File: config.mk
export PLATFORM = sky130hd
export DESIGN_NAME = cnsi_node
export DESIGN_NICKNAME = d
export VERILOG_FILES = /design/src/logic/cnsi_pkg.sv /design/src/logic/cnsi_node.sv
export SDC_FILE = /design/constraint.sdc
export NUM_CORES = 1
export LEC_CHECK = 0
export ABC_AREA = 1
export BUFFER_PORTS_ARGS = -buffer_cell sky130_fd_sc_hd__buf_2
export CORE_AREA = 3 3 137 139
export CTS_BUF_LIST = sky130_fd_sc_hd__clkbuf_4
export CTS_CLUSTER_DIAMETER = 40
export DETAILED_ROUTE_END_ITERATION = 8
export DIE_AREA = 0 0 140 142
export GPL_ROUTABILITY_DRIVEN = 0
export GPL_TIMING_DRIVEN = 0
export PLACE_DENSITY = 0.82
export SLEW_MARGIN = 0
export SYNTH_ARGS = -nofsm -noshare
export SYNTH_HDL_FRONTEND = slang
export SYNTH_SLANG_ARGS = --single-unit
export TNS_END_PERCENT = 20
File: constraint.sdc
create_clock -name sys_clk_i -period 2.6 [get_ports sys_clk_i]
set_clock_uncertainty 0.15 [all_clocks]
set_input_delay 0.52 -clock sys_clk_i [delete_from_list [all_inputs] [get_ports sys_clk_i]]
set_output_delay 0.52 -clock sys_clk_i [all_outputs]
set_load 0.02 [all_outputs]
File: src/logic/cnsi_pkg.sv
// cnsi_pkg: constants and carrier types for the node supervision block
// assumes a 20 MHz system clock; frames are decoded by a CAN controller
// Functional notes
// - node starts in Init and moves among Init, PreOp, Oper and Stopped.
// - service data in PreOp and Oper only, process data in Oper only.
// - unless reconfigured the node id is 0x70 and the rate is 10 kbps.
// - layer setting services may change the node id and the data rate.
// - process data mapping is fixed and remap attempts are refused.
// - sent process data carries measurements, received carries set-points.
// - run lamp: off, steady, blink, single flash, flicker or red by state.
// - error lamp: off, one or two flashes, flicker or red by bus error.
// - selection matches vendor, product, revision and a 32-bit serial.
// - layer setting has a configuration state and a waiting state.
// - a configured node id is accepted only from 0x01 through 0x7F.
// - bit-timing index 8..0 maps to 10,20,50,100,125,250,500,800k and 1M.
package cnsi_pkg;
    localparam int unsigned CLK_HZ        = 20_000_000;
    localparam int unsigned FLICKER_MS    = 50;
    localparam int unsigned BLINK_MS      = 200;
    localparam int unsigned FLICKER_CYC   = CLK_HZ / 1000 * FLICKER_MS;
    localparam int unsigned BLINK_CYC     = CLK_HZ / 1000 * BLINK_MS;
    localparam logic [6:0]  NODE_ID_RST   = 7'h70;
    localparam logic [6:0]  NODE_ID_MIN   = 7'h01;
    localparam logic [6:0]  NODE_ID_MAX   = 7'h7F;
    localparam logic [3:0]  RATE_IDX_RST  = 4'h8;
    localparam logic [3:0]  RATE_IDX_MAX  = 4'h8;
    localparam logic [7:0]  NMT_START     = 8'h01;
    localparam logic [7:0]  NMT_STOP      = 8'h02;
    localparam logic [7:0]  NMT_PREOP     = 8'h80;
    localparam logic [7:0]  NMT_RST_NODE  = 8'h81;
    localparam logic [7:0]  NMT_RST_COMM  = 8'h82;
    localparam logic [3:0]  BLINK_PHASES  = 4'hC;

    typedef enum logic [3:0] {
        CNSI_INIT    = 4'b0001,
        CNSI_PREOP   = 4'b0010,
        CNSI_OPER    = 4'b0100,
        CNSI_STOPPED = 4'b1000
    } cnsi_nmt_t;

    typedef enum logic [1:0] {
        CNSI_WAIT = 2'b01,
        CNSI_CONF = 2'b10
    } cnsi_lss_t;

    typedef enum logic [2:0] {
        LSS_NONE  = 3'h0,
        LSS_GLOB  = 3'h1,
        LSS_SEL   = 3'h2,
        LSS_SETID = 3'h3,
        LSS_SETBT = 3'h4,
        LSS_STORE = 3'h5,
        LSS_WAITC = 3'h6
    } cnsi_lsscmd_t;

    typedef struct packed {
        logic         nmt_vld;
        logic [7:0]   nmt_cmd;
        logic [6:0]   nmt_dst;
        cnsi_lsscmd_t lss_cmd;
        logic [31:0]  vendor;
        logic [31:0]  product;
        logic [31:0]  revision;
        logic [31:0]  serial;
        logic [6:0]   new_id;
        logic [3:0]   new_bt;
    } cnsi_req_t;

    typedef struct packed {
        logic sdo_en;
        logic tpdo_en;
        logic rpdo_en;
        logic remap_nak;
        logic lss_ok;
        logic lss_err;
    } cnsi_ind_t;
endpackage
File: src/logic/cnsi_node.sv
// cnsi_node: management state, layer setting and status lamp logic
// assumes frames are already decoded into one-cycle request strobes
`timescale 1ns/1ps
module cnsi_node #(
    parameter logic [31:0] VENDOR_ID  = 32'h0000_00A5, // arbitrary
    parameter logic [31:0] PRODUCT_ID = 32'h0000_0011, // arbitrary
    parameter logic [31:0] REVISION   = 32'h0000_0001, // arbitrary
    parameter int unsigned FLICK_CYC  = cnsi_pkg::FLICKER_CYC,
    parameter int unsigned BLINK_CYC  = cnsi_pkg::BLINK_CYC
) (
    input  wire logic              sys_clk_i,
    input  wire logic              rstn_i,
    input  wire logic              clk_en_i,
    input  wire cnsi_pkg::cnsi_req_t req_i,
    input  wire logic [31:0]       serial_i,
    input  wire logic              remap_req_i,
    input  wire logic              tpdo_req_i,
    input  wire logic [31:0]       meas_i,
    input  wire logic              rpdo_vld_i,
    input  wire logic [31:0]       rpdo_data_i,
    input  wire logic              rate_detect_i,
    input  wire logic              fatal_i,
    input  wire logic              bus_warn_i,
    input  wire logic              err_ctrl_i,
    input  wire logic              bus_off_i,
    output logic [6:0]             node_id_o,
    output logic [3:0]             rate_idx_o,
    output cnsi_pkg::cnsi_nmt_t    nmt_state_o,
    output cnsi_pkg::cnsi_ind_t    ind_o,
    output logic                   tpdo_vld_o,
    output logic [31:0]            tpdo_data_o,
    output logic                   setp_vld_o,
    output logic [31:0]            setp_o,
    output logic                   run_green_o,
    output logic                   run_red_o,
    output logic                   err_red_o
);
    import cnsi_pkg::*;

    // timers are 24 bits wide; longer periods would wrap early
    if (FLICK_CYC < 2 || FLICK_CYC > 32'h00FF_FFFF || BLINK_CYC < 2
        || BLINK_CYC > 32'h00FF_FFFF) begin : g_bad_timing
        $error("cnsi_node: lamp timing out of range");
    end

    typedef struct packed {
        cnsi_nmt_t   nmt;
        cnsi_lss_t   lss;
        logic        sel;
        logic [6:0]  id;
        logic [3:0]  rate;
        logic [6:0]  id_pend;
        logic [3:0]  rate_pend;
        logic [6:0]  id_st;
        logic [3:0]  rate_st;
        cnsi_ind_t   ind;
        logic        tv;
        logic [31:0] td;
        logic        sv;
        logic [31:0] sd;
        logic [23:0] fcnt;
        logic        ftick;
        logic [23:0] bcnt;
        logic [3:0]  phase;
        logic        rg;
        logic        rr;
        logic        er;
    } cnsi_st_t;

    cnsi_st_t st_r;
    cnsi_st_t st_nxt;

    // a flash pattern is on in the listed phases of a 12-phase frame
    function automatic logic pat_on(input logic [3:0] ph, input logic [1:0] n);
        pat_on = (ph == 4'h0) || (n == 2'd2 && ph == 4'h2);
    endfunction

    logic addressed;
    assign addressed = req_i.nmt_dst == 7'h00 || req_i.nmt_dst == st_r.id;

    always_comb begin
        st_nxt       = st_r;
        st_nxt.tv    = 1'b0;
        st_nxt.sv    = 1'b0;
        st_nxt.ind.lss_ok    = 1'b0;
        st_nxt.ind.lss_err   = 1'b0;
        st_nxt.ind.remap_nak = 1'b0;
        // init completes in one cycle after its entry
        if (st_r.nmt == CNSI_INIT) begin
            st_nxt.nmt = CNSI_PREOP;
        end else if (req_i.nmt_vld && addressed) begin
            case (req_i.nmt_cmd)
                NMT_START:    st_nxt.nmt = CNSI_OPER;
                NMT_STOP:     st_nxt.nmt = CNSI_STOPPED;
                NMT_PREOP:    st_nxt.nmt = CNSI_PREOP;
                NMT_RST_NODE,
                NMT_RST_COMM: st_nxt.nmt = CNSI_INIT;
                default:      st_nxt.nmt = st_r.nmt;
            endcase
        end
        st_nxt.ind.sdo_en  = (st_nxt.nmt == CNSI_PREOP)
                           || (st_nxt.nmt == CNSI_OPER);
        st_nxt.ind.tpdo_en = st_nxt.nmt == CNSI_OPER;
        st_nxt.ind.rpdo_en = st_nxt.nmt == CNSI_OPER;
        // mapping never changes; every remap attempt is answered as refused
        st_nxt.ind.remap_nak = remap_req_i;
        if (tpdo_req_i && st_r.ind.tpdo_en) begin
            st_nxt.tv = 1'b1;
            st_nxt.td = meas_i;
        end
        if (rpdo_vld_i && st_r.ind.rpdo_en) begin
            st_nxt.sv = 1'b1;
            st_nxt.sd = rpdo_data_i;
        end
        case (req_i.lss_cmd)
            LSS_GLOB: begin
                st_nxt.lss = CNSI_CONF;
            end
            LSS_SEL: begin
                if (req_i.vendor == VENDOR_ID && req_i.product == PRODUCT_ID
                    && req_i.revision == REVISION
                    && req_i.serial == serial_i) begin
                    st_nxt.lss = CNSI_CONF;
                    st_nxt.ind.lss_ok = 1'b1;
                end
            end
            LSS_SETID: begin
                if (st_r.lss == CNSI_CONF && req_i.new_id >= NODE_ID_MIN
                    && req_i.new_id <= NODE_ID_MAX) begin
                    st_nxt.id_pend = req_i.new_id;
                    st_nxt.ind.lss_ok = 1'b1;
                end else begin
                    st_nxt.ind.lss_err = 1'b1;
                end
            end
            LSS_SETBT: begin
                if (st_r.lss == CNSI_CONF
                    && req_i.new_bt <= RATE_IDX_MAX) begin
                    st_nxt.rate_pend = req_i.new_bt;
                    st_nxt.ind.lss_ok = 1'b1;
                end else begin
                    st_nxt.ind.lss_err = 1'b1;
                end
            end
            LSS_STORE: begin
                if (st_r.lss == CNSI_CONF) begin
                    st_nxt.id_st   = st_r.id_pend;
                    st_nxt.rate_st = st_r.rate_pend;
                    st_nxt.ind.lss_ok = 1'b1;
                end else begin
                    st_nxt.ind.lss_err = 1'b1;
                end
            end
            LSS_WAITC: begin
                if (st_r.lss == CNSI_CONF) begin
                    st_nxt.lss  = CNSI_WAIT;
                    st_nxt.id   = st_r.id_st;
                    st_nxt.rate = st_r.rate_st;
                end
            end
            default: ;
        endcase
        // free-running pattern timers; flicker toggles, blink steps phases
        st_nxt.fcnt = st_r.fcnt + 24'h1;
        if (st_r.fcnt >= 24'(FLICK_CYC - 1)) begin
            st_nxt.fcnt  = 24'h0;
            st_nxt.ftick = ~st_r.ftick;
        end
        st_nxt.bcnt = st_r.bcnt + 24'h1;
        if (st_r.bcnt >= 24'(BLINK_CYC - 1)) begin
            st_nxt.bcnt  = 24'h0;
            st_nxt.phase = (st_r.phase == BLINK_PHASES - 4'h1)
                         ? 4'h0 : st_r.phase + 4'h1;
        end
        st_nxt.rr = fatal_i || bus_off_i;
        if (fatal_i || bus_off_i) begin
            st_nxt.rg = 1'b0;
        end else if (rate_detect_i || st_r.lss == CNSI_CONF) begin
            st_nxt.rg = st_r.ftick;
        end else begin
            case (st_r.nmt)
                CNSI_OPER:    st_nxt.rg = 1'b1;
                CNSI_PREOP:   st_nxt.rg = ~st_r.phase[0];
                CNSI_STOPPED: st_nxt.rg = pat_on(st_r.phase, 2'd1);
                default:      st_nxt.rg = 1'b0;
            endcase
        end
        // bus off outranks all; lss flicker over error counters
        if (bus_off_i) begin
            st_nxt.er = 1'b1;
        end else if (st_r.lss == CNSI_CONF) begin
            st_nxt.er = st_r.ftick;
        end else if (err_ctrl_i) begin
            st_nxt.er = pat_on(st_r.phase, 2'd2);
        end else if (bus_warn_i) begin
            st_nxt.er = pat_on(st_r.phase, 2'd1);
        end else begin
            st_nxt.er = 1'b0;
        end
    end

    always_ff @(posedge sys_clk_i or negedge rstn_i) begin
        if (!rstn_i) begin
            st_r           <= '0;
            st_r.nmt       <= CNSI_INIT;
            st_r.lss       <= CNSI_WAIT;
            st_r.id        <= NODE_ID_RST;
            st_r.rate      <= RATE_IDX_RST;
            st_r.id_pend   <= NODE_ID_RST;
            st_r.rate_pend <= RATE_IDX_RST;
            st_r.id_st     <= NODE_ID_RST;
            st_r.rate_st   <= RATE_IDX_RST;
        end else if (clk_en_i) begin
            st_r <= st_nxt;
        end
    end

    assign node_id_o   = st_r.id;
    assign rate_idx_o  = st_r.rate;
    assign nmt_state_o = st_r.nmt;
    assign ind_o       = st_r.ind;
    assign tpdo_vld_o  = st_r.tv;
    assign tpdo_data_o = st_r.td;
    assign setp_vld_o  = st_r.sv;
    assign setp_o      = st_r.sd;
    assign run_green_o = st_r.rg;
    assign run_red_o   = st_r.rr;
    assign err_red_o   = st_r.er;
endmodule // cnsi_node

==> flow_summary.toml, run 1 <==
[clock_tree]
clock_latency_ns = 0.56
cts-root-buf = "clkbuf_4"
htreeDepth = 4
cts_sinks = 166
cts_tree = "yes"
cts_setup_buffers = 0
cts.path.max_buffers = 2
clk_pin_slew_ns = 0.13
cts-buffers-inserted = 17

[placed_design]
pre_cts_ws_ns = 0.2092
portBuffers = 354
dpl.hpwl_um = 19670
dpl_cell_area_um2 = 11170

[worst_hold_path]
min_from = "rpdo_data_i[8]"
worstHoldEndpoint = "setp_o[8]"
hp-class = "in -> reg"
whs_path_depth = 2

[critical_path]
r2r-end = "st_r[48]"
crit_fanout = 3
cp_num_buf_inv = 2
crit_path_start_kind = "flip-flop"
crit_family = "flip-flops"
cpPeakStageDelay_ns = 0.58
r2r_setup_slack_ns = 0.60
crit_required_ns = 1.93
crit_path_end_kind = "output port"
r2r-start = "st_r[32]"
path_cells = "buf_4 > buf_2"
path_class = "reg -> out"
reg2regPathDepth = 11
cp_slowest_cell = "dfstp_2"
arrival_ns = 1.41

[logic_synthesis]
synth_edf_count = 0
synth.avg_cell_area_um2 = 8.566
async_reset_ff_share_pct = 100.0
synth.yosys.seq_area_share_pct = 45.99
yosysWarnings = 0
synthesis.area_um2 = 9071
synth_nets = 1329
ys_ff_latch = 166
synth_top_flop_cell = "dfrtp_1"
ys_types = 46
syn_inst = 1059

[sta]
slew_viol_final = 0
finalCritPeriodShare_pct = 79.82
rsz0062_at_grt = "false"
relSlewSlack_pct = 52.68
finalSetupTns_ns = 0
setup_violations = 0
timing.hold.ws_ns = 0.04051
min_period_ns = 2.075
fmax_mhz = 481.9
hold_viol_final = 0
fin_ws_ns = 0.5247
tightest_slew_ns = 0.7098

[power]
ir_drop_mv = 0.4620
p_leak_nw = 6.644
fin_total_pwr_w = 0.006414
p_per_area_nw_per_um2 = 536.5

[routing]
vias_per_cell = 4.935
dr.pass1.iters = 6
drc = 0
postRouteWirelength_um = 26490
drt_iter0_markers = 533
wire_per_inst_um = 15.32
vias = 8533
ant_nets = 0

[global_routing]
grt_pass1_wl_um = 41250
grt_pass1_vias = 8132
track_usage_pct = 25.99
grt.overflow.total = 0
grt_start_max_net_pins = 117
antenna_found_initial = 3

[die]
start_util_pct = 51.02
die_x_um = 140
dieArea_um2 = 19880
coreArea_um2 = 17780
die_h_um = 142
pin_count = 355
core.rowCount = 49

[layout]
fin_area_um2 = 11960
area_growth_pct = 31.79
fillers = 1404
nets = 1755
drive_gt1_share_pct = 40.41

[flow_run]
maxCapViolCount = 0

[run_status]
status = "finished clean"
-- cell usage after synthesis (2+ instances only) --
cell type	number	share of area, %
nand2_1	203	8.4
nor2_1	157	6.5
dfrtp_1	152	42
inv_1	91	3.8
buf_4	86	7.1
mux2_2	70	8.7
nand3_1	49	2.7
o21ai_0	36	2.0
a21oi_1	32	1.8
nor3_1	23	1.3
xor2_1	20	1.9
xnor2_1	16	1.5
dfstp_2	14	4.1
nand4_1	12	0.83
buf_2	8	0.44
nor2_2	8	0.55
or2_2	8	0.55
clkbuf_1	7	0.29
inv_2	7	0.29
nor4_1	7	0.48
o21ai_1	6	0.33
ha_1	5	0.69
nand2_2	5	0.34
nand3b_1	5	0.41
nor3_2	4	0.44
a21o_1	3	0.25
nor2_4	3	0.37
a31oi_1	2	0.14
buf_1	2	0.083
o21a_1	2	0.17
-- area by class of cell --
type                       instances  area (µm²)  area share (%)
inverter                          99       372.9           3.119
timing repair buffer             407        2330           19.49
sequential                       166        4172           34.89
antenna                            3       7.507         0.06279
clock buffer                      20       150.1           1.256
clock inverter                    11       110.1          0.9210
tap                              229       286.5           2.397
buffer                           104       730.7           6.112
multi-input combinational        690        3796           31.75
-- flip-flops by register name, summed over array words and instances, names as in the netlist --
| signal | flops |
|---|---|
| st_r | 77 |
| setp_o | 32 |
| tpdo_data_o | 32 |
| node_id_o | 7 |
| ind_o | 5 |
| nmt_state_o | 4 |
| rate_idx_o | 4 |
| err_red_o | 1 |
| run_green_o | 1 |
| run_red_o | 1 |
| setp_vld_o | 1 |
| tpdo_vld_o | 1 |
-- layout by cell type, fill, tap and decap left out, types with 2 or more instances in the layout --
| master | count |
|---|---|
| bufinv_16 | 2 |
| nand2_2 | 5 |
| xor2_1 | 20 |
| a31oi_1 | 2 |
| buf_4 | 86 |
| a21o_1 | 3 |
| nor3_1 | 23 |
| dlygate4sd3_1 | 52 |
| a21oi_1 | 32 |
| dfstp_2 | 14 |
| clkinv_2 | 7 |
| nand3_1 | 49 |
| dfrtp_1 | 152 |
| nor2_4 | 3 |
| inv_2 | 7 |
| mux2_2 | 70 |
| buf_2 | 361 |
| clkbuf_4 | 20 |
| xnor2_1 | 16 |
| o21a_1 | 2 |
| or2_2 | 8 |
| nand4_1 | 12 |
| o21ai_1 | 6 |
| clkbuf_1 | 7 |
| buf_1 | 2 |
| inv_1 | 91 |
| nand2_1 | 203 |
| o21ai_0 | 36 |
| nor4_1 | 7 |
| nor2_1 | 157 |
| nor3_2 | 4 |
| ha_1 | 5 |
| nor2_2 | 8 |
| nand3b_1 | 5 |
| diode_2 | 3 |
-- per-layer routing --
layer  track usage [%]  vias to the layer above  part of all wire [%]
li1                  -                     4168                     -
met1             34.57                     3956                    42
met5                 0                        -                 0.049
met3             5.511                       75                   6.9
met2             42.54                      332                    48
met4             9.332                        2                   3.1
-- power breakdown --
group          internal [W]  switching (W)
sequential          0.00304       0.000262
combinational      0.000759       0.000894
clock              0.000585       0.000876
total               0.00438        0.00203
-- how the worst max path moves through the flow --
stage	end	cells after the start	slack, ns	start
global placement	node_id_o[3]	1	-1.62	rstn_i
global route	st_r[51]	12	0.36	st_r[45]
detailed placement	nmt_state_o[2]	6	0.21	clk_en_i
CTS	nmt_state_o[0]	2	0.48	nmt_state_o[0]
floorplan	ind_o[5]	13	0.83	req_i[152]
finish	nmt_state_o[0]	2	0.52	nmt_state_o[0]
-- cell families (layout without fill, tap and decap cells) --
family          count (synthesis)  after routing  share of synthesized area (%)
simple gates                  491            491                          23.70
other cells                     0              3                              0
xor+xnor                       36             36                          3.476
compound gates                 88             88                          5.297
fa+ha+maj                       5              5                         0.6897
buf+inv                       203            641                          12.17
flops                         166            166                          45.99
mux                            70             70                          8.690
-- through the flow --
stage	utilization [%]	instances
floorplan	-	1059
global placement	62.60	1642
detailed placement	62.81	1643
CTS	67.09	1724
global route	67.23	1728
finish	67.24	1729
-- timing repair --
item | 4_1_cts | 5_1_grt
hold buffers | 50 | 2
hold endpoints to repair | 99 | 2
gates resized for setup | 0 | 0
No activity file was read; power rests on OpenSTA's default activity.
==> run 2: changes to the inputs <==
--- a/config.mk
+++ b/config.mk
@@ -7,14 +7,14 @@
 export LEC_CHECK = 0
 export ABC_AREA = 1
 export BUFFER_PORTS_ARGS = -buffer_cell sky130_fd_sc_hd__buf_2
-export CORE_AREA = 3 3 137 139
+export CORE_MARGIN = 3
+export CORE_UTILIZATION = 46
 export CTS_BUF_LIST = sky130_fd_sc_hd__clkbuf_4
 export CTS_CLUSTER_DIAMETER = 40
 export DETAILED_ROUTE_END_ITERATION = 8
-export DIE_AREA = 0 0 140 142
 export GPL_ROUTABILITY_DRIVEN = 0
 export GPL_TIMING_DRIVEN = 0
-export PLACE_DENSITY = 0.82
+export PLACE_DENSITY = 0.78
 export SLEW_MARGIN = 0
 export SYNTH_ARGS = -nofsm -noshare
 export SYNTH_HDL_FRONTEND = slang
==> constraint.sdc (replaced) <==
create_clock -name sys_clk_i -period 1.68 [get_ports sys_clk_i]
set_clock_uncertainty 0.15 [all_clocks]
set_input_delay 0.336 -clock sys_clk_i [delete_from_list [all_inputs] [get_ports sys_clk_i]]
set_output_delay 0.336 -clock sys_clk_i [all_outputs]
set_load 0.02 [all_outputs]
==> flow_summary.toml, run 2 (synthesis results as in run 1) <==
[critical_path]
r2r-start = "st_r[7]"
crit_path_start_kind = "flip-flop"
cp-startpoint = "st_r[7]"
path_class = "reg -> reg"
crit_path_end_kind = "flip-flop"
r2r-end = "st_r[16]"
crit_required_ns = 2.02
arrival_ns = 2.33
crit_end = "st_r[16]"
r2r_setup_slack_ns = -0.31
crit_fanout = 3
reg2regPathDepth = 7

[global_routing]
track_usage_pct = 26.46
grt.overflow.total = 0
antenna_found_initial = 5
grt_start_max_net_pins = 127
grt_pass1_wl_um = 45820
grt_pass1_vias = 9085

[die]
core.rowCount = 50
die_x_um = 146.4
start_util_pct = 47.70
coreArea_um2 = 19020
dieArea_um2 = 21440
pin_count = 355
die_h_um = 146.4

[layout]
final_util_pct = 71.22
fin_area_um2 = 13540
final_cells = 1858
drive_gt1_share_pct = 48.71
multi_input_area_um2 = 4277
final_cell_mix = "buf_2, nand2_1, dfrtp_1, buf_4, nor2_1"
layout_commonest_cell = "buf_2"
fillers = 1330
area_growth_pct = 49.31
regArea_um2 = 4180
nets = 1850
largest-register = "st_r"
largest_reg_flops = 77

[clock_tree]
clk_pin_slew_ns = 0.15
cts-buffers-inserted = 17
cts.path.max_buffers = 2
htreeDepth = 4
cts_tree = "yes"
clock_latency_ns = 0.58
cts_sinks = 166
cts-root-buf = "clkbuf_4"

[power]
p_leak_nw = 7.314
p_per_area_nw_per_um2 = 838.8
ir_drop_mv = 0.4239

[sta]
hold_viol_final = 0
tightest_slew_ns = 0.6532
relSlewSlack_pct = 56.46
min_period_ns = 1.991
finalCritPeriodShare_pct = 118.5
fmax_mhz = 502.3
finalSetupTns_ns = -19.51
rsz0062_at_grt = "true"
slew_viol_final = 0
setup_violations = 170
fin_ws_ns = -0.3110

[placed_design]
portBuffers = 354
pre_cts_ws_ns = -0.4892
dpl.hpwl_um = 19790
dpl_cell_area_um2 = 11210
dp.cells = 1674

[routing]
dr.pass1.iters = 8
vias_per_cell = 5.120
drc = 0
ant_nets = 0
wire_per_inst_um = 17.44
postRouteWirelength_um = 32410
vias = 9513
drt_iter0_markers = 684

[run_status]
violations = "setup timing"
status = "finished with violations"

[worst_hold_path]
hp-class = "in -> reg"

[flow_run]
maxCapViolCount = 0
[run 2: per-layer routing]
| metal | track usage, % | part of all wire [%] |
|---|---|---|
| met4 | 9.831 | 4.6 |
| met2 | 45.77 | 51 |
| met1 | 33.04 | 38 |
| met3 | 5.028 | 6.7 |
| met5 | 0 | 0 |
[run 2: layout make-up]
type,instances,area share [%]
diodes,5,0.09238
well taps,260,2.402
clock buffers,17,0.9423
inverters,99,2.891
repair buffers,502,23.77
repair inverters,1,0.04619
clock inverters,15,1.552
plain buffers,103,5.866
flip-flops and latches,166,30.86
multi-input cells,690,31.58
[run 2: worst max-delay path, cell delays in order (launching register included)]
cell and delay (ns):
dfrtp_1 0.39, buf_4 0.15, nand3_2 0.13, nor3_1 0.36, nand2_1 0.14, nor2_1 0.15, nand3_1 0.17, o211a_1 0.27
[run 2: per-stage QoR]
| step | power (W) | hold slack (ns) |
|---|---|---|
| after floorplan | 0.006672 | -0.1096 |
| after global placement | 0.007506 | 0.3071 |
| after detailed placement | 0.007639 | 0.08389 |
| after CTS | 0.01091 | 0.002516 |
| after global routing | 0.01193 | 0.03325 |
| final | 0.01136 | 0.05751 |
[run 2: timing repair]
item	CTS	global route
gates resized for setup	83	106
endpoints found under the setup margin	204	202
setup buffers	48	16
hold endpoints to repair	234	0
hold buffers	82	0
pin swaps	23	32
cloned	1	3
[run 2: report_power, final]
| group | switching, W | internal (W) |
|---|---|---|
| registers | 0.000447 | 0.00470 |
| clock network | 0.00145 | 0.00131 |
| logic | 0.00179 | 0.00165 |
| total | 0.00369 | 0.00767 |
[run 2: how the worst min path moves through the flow]
| stage | start | end | slack, ns | cells past startpoint |
|---|---|---|---|---|
| 3_3_place_gp | ind_o[2] | ind_o[2] | 0.31 | 2 |
| 5_1_grt | req_i[5] | ind_o[0] | 0.03 | 5 |
| 3_5_place_dp | rstn_i | tpdo_data_o[24] | 0.08 | 1 |
| 6_report | req_i[157] | nmt_state_o[2] | 0.06 | 5 |
| 2_1_floorplan | rstn_i | err_red_o | -0.11 | 0 |
| 4_1_cts | req_i[139] | ind_o[0] | 0.003 | 4 |
==> run 3: changes to the inputs <==
--- a/config.mk
+++ b/config.mk
@@ -7,6 +7,7 @@
 export LEC_CHECK = 0
 export ABC_AREA = 1
 export BUFFER_PORTS_ARGS = -buffer_cell sky130_fd_sc_hd__buf_2
+export CORE_ASPECT_RATIO = 0.75
 export CORE_MARGIN = 3
 export CORE_UTILIZATION = 46
 export CTS_BUF_LIST = sky130_fd_sc_hd__clkbuf_4
==> flow_summary.toml, run 3 (synthesis results as in run 1) <==
[run_status]
status = "finished with violations"
violations = "setup timing"

[routing]
drt_iter0_markers = 821
postRouteWirelength_um = 31900
dr.pass1.iters = 7
vias_per_cell = 5.028
wire_per_inst_um = 17.25
drc = 0
vias = 9296
ant_nets = 0

[layout]
final_cell_mix = "buf_2, nand2_1, buf_6, dfrtp_1, nor2_1"
largest-register = "st_r"
nets = 1857
drive_gt1_share_pct = 49.50
fin_area_um2 = 14400
area_growth_pct = 58.75
layout_commonest_cell = "buf_2"
largest_reg_flops = 77
final_cells = 1849

[sta]
relSlewSlack_pct = 49.91
finalCritPeriodShare_pct = 118.1
setup_violations = 139
fin_ws_ns = -0.3046
fmax_mhz = 503.9
slew_viol_final = 0
hold_viol_final = 0
min_period_ns = 1.985
rsz0062_at_grt = "true"
tightest_slew_ns = 0.7513
timing.hold.ws_ns = 0.03805

[clock_tree]
clock_latency_ns = 0.61
cts-root-buf = "clkbuf_4"
clk_pin_slew_ns = 0.14
htreeDepth = 4
cts_sinks = 166
cts_tree = "yes"
cts.path.max_buffers = 2
cts-buffers-inserted = 17

[critical_path]
crit_path_end_kind = "flip-flop"
crit_path_start_kind = "flip-flop"
crit_required_ns = 2.02
r2r_setup_slack_ns = -0.30
path_class = "reg -> reg"
crit_fanout = 4
arrival_ns = 2.33

[worst_hold_path]
hp-class = "in -> reg"

[placed_design]
dp.cells = 1661
dpl_cell_area_um2 = 11190
dpl.hpwl_um = 19440
portBuffers = 354

[global_routing]
grt_start_max_net_pins = 105
grt.overflow.total = 0
track_usage_pct = 27.62
grt_pass1_vias = 9231
antenna_found_initial = 1
grt_pass1_wl_um = 47310

[power]
p_leak_nw = 7.477
ir_drop_mv = 0.9694
p_per_area_nw_per_um2 = 789.8

[flow_run]
maxCapViolCount = 0

[die]
coreArea_um2 = 18940
pin_count = 355
dieArea_um2 = 21460
die_x_um = 168.2
die_h_um = 127.6
start_util_pct = 47.90
core.rowCount = 43
-- run 3: cell types whose count changed in the layout (fill, tap and decap cells not counted), sizes merged --
cell	change
buf	+9
bufinv	-3
clkinv	+1
diode	-3
-- run 3: where the power goes --
group | switching [W] | total, W | internal (W)
clock network | 0.00154 | 0.00245 | 0.000912
logic | 0.00178 | 0.00369 | 0.00192
registers | 0.000518 | 0.00523 | 0.00471
total | 0.00384 | 0.0114 | 0.00754
-- run 3: final cells by class --
cell class	instances	area (µm²)
Antenna cell	2	5.005
Buffer	103	1071
Clock buffer	18	135.1
Clock inverter	14	153.9
Fill cell	1244	4538
Inverter	99	389.1
Multi-Input combinational cell	690	4387
Sequential cell	166	4182
Tap cell	247	309.0
Timing Repair Buffer	510	3769
-- run 3: worst max-delay path, cell delays in order, from the launching register on --
cell     delay, ns
dfrtp_1       0.47
ha_4          0.18
nand2_4       0.05
nor2_4        0.13
nand3_2       0.11
nor2_4        0.13
nand2_4       0.08
nor2_4        0.12
nand4_1       0.20
o21ai_1       0.24
a21oi_2       0.04
-- run 3: timing repair --
action	CTS	global route
endpoints found under the hold margin	143	0
hold buffers	82	0
pin swaps	25	42
buffers inserted	42	30
gates resized for setup	327	118
endpoints found under the setup margin	215	197
gates cloned	3	0
-- run 3: stage by stage --
stage	TNS, ns	setup WS, ns	util [%]	total power [W]
3_3_place_gp	-425.77	-2.459	58.89	0.007524
2_1_floorplan	-0.1324	-0.01762	-	0.006672
4_1_cts	-9.310	-0.2358	72.62	0.01085
3_5_place_dp	-38.76	-0.5389	59.08	0.007630
6_report	-14.07	-0.3046	76.04	0.01137
5_1_grt	-24.50	-0.4606	76.02	0.01200
-- run 3: path summary, 6_finish.rpt --
kind                                  from               to  cells past startpoint
worst max register to register    st_r[33]         st_r[46]                     10
worst min register to register   st_r[148]        st_r[148]                      2
worst max-delay path              st_r[33]         st_r[46]                     10
max in group asynchronous           rstn_i   nmt_state_o[1]                      3
min in group asynchronous           rstn_i  tpdo_data_o[28]                      2
worst min-delay path            rpdo_vld_i       setp_o[23]                      3
-- run 3: layer usage --
layer  share of wire, %  wire length [µm]  GRT usage (%)
met1                 40             12700          36.07
met2                 52             16450          47.52
met4                2.3               720          7.792
met5                  0                 0              0
met3                6.4              2029          5.073
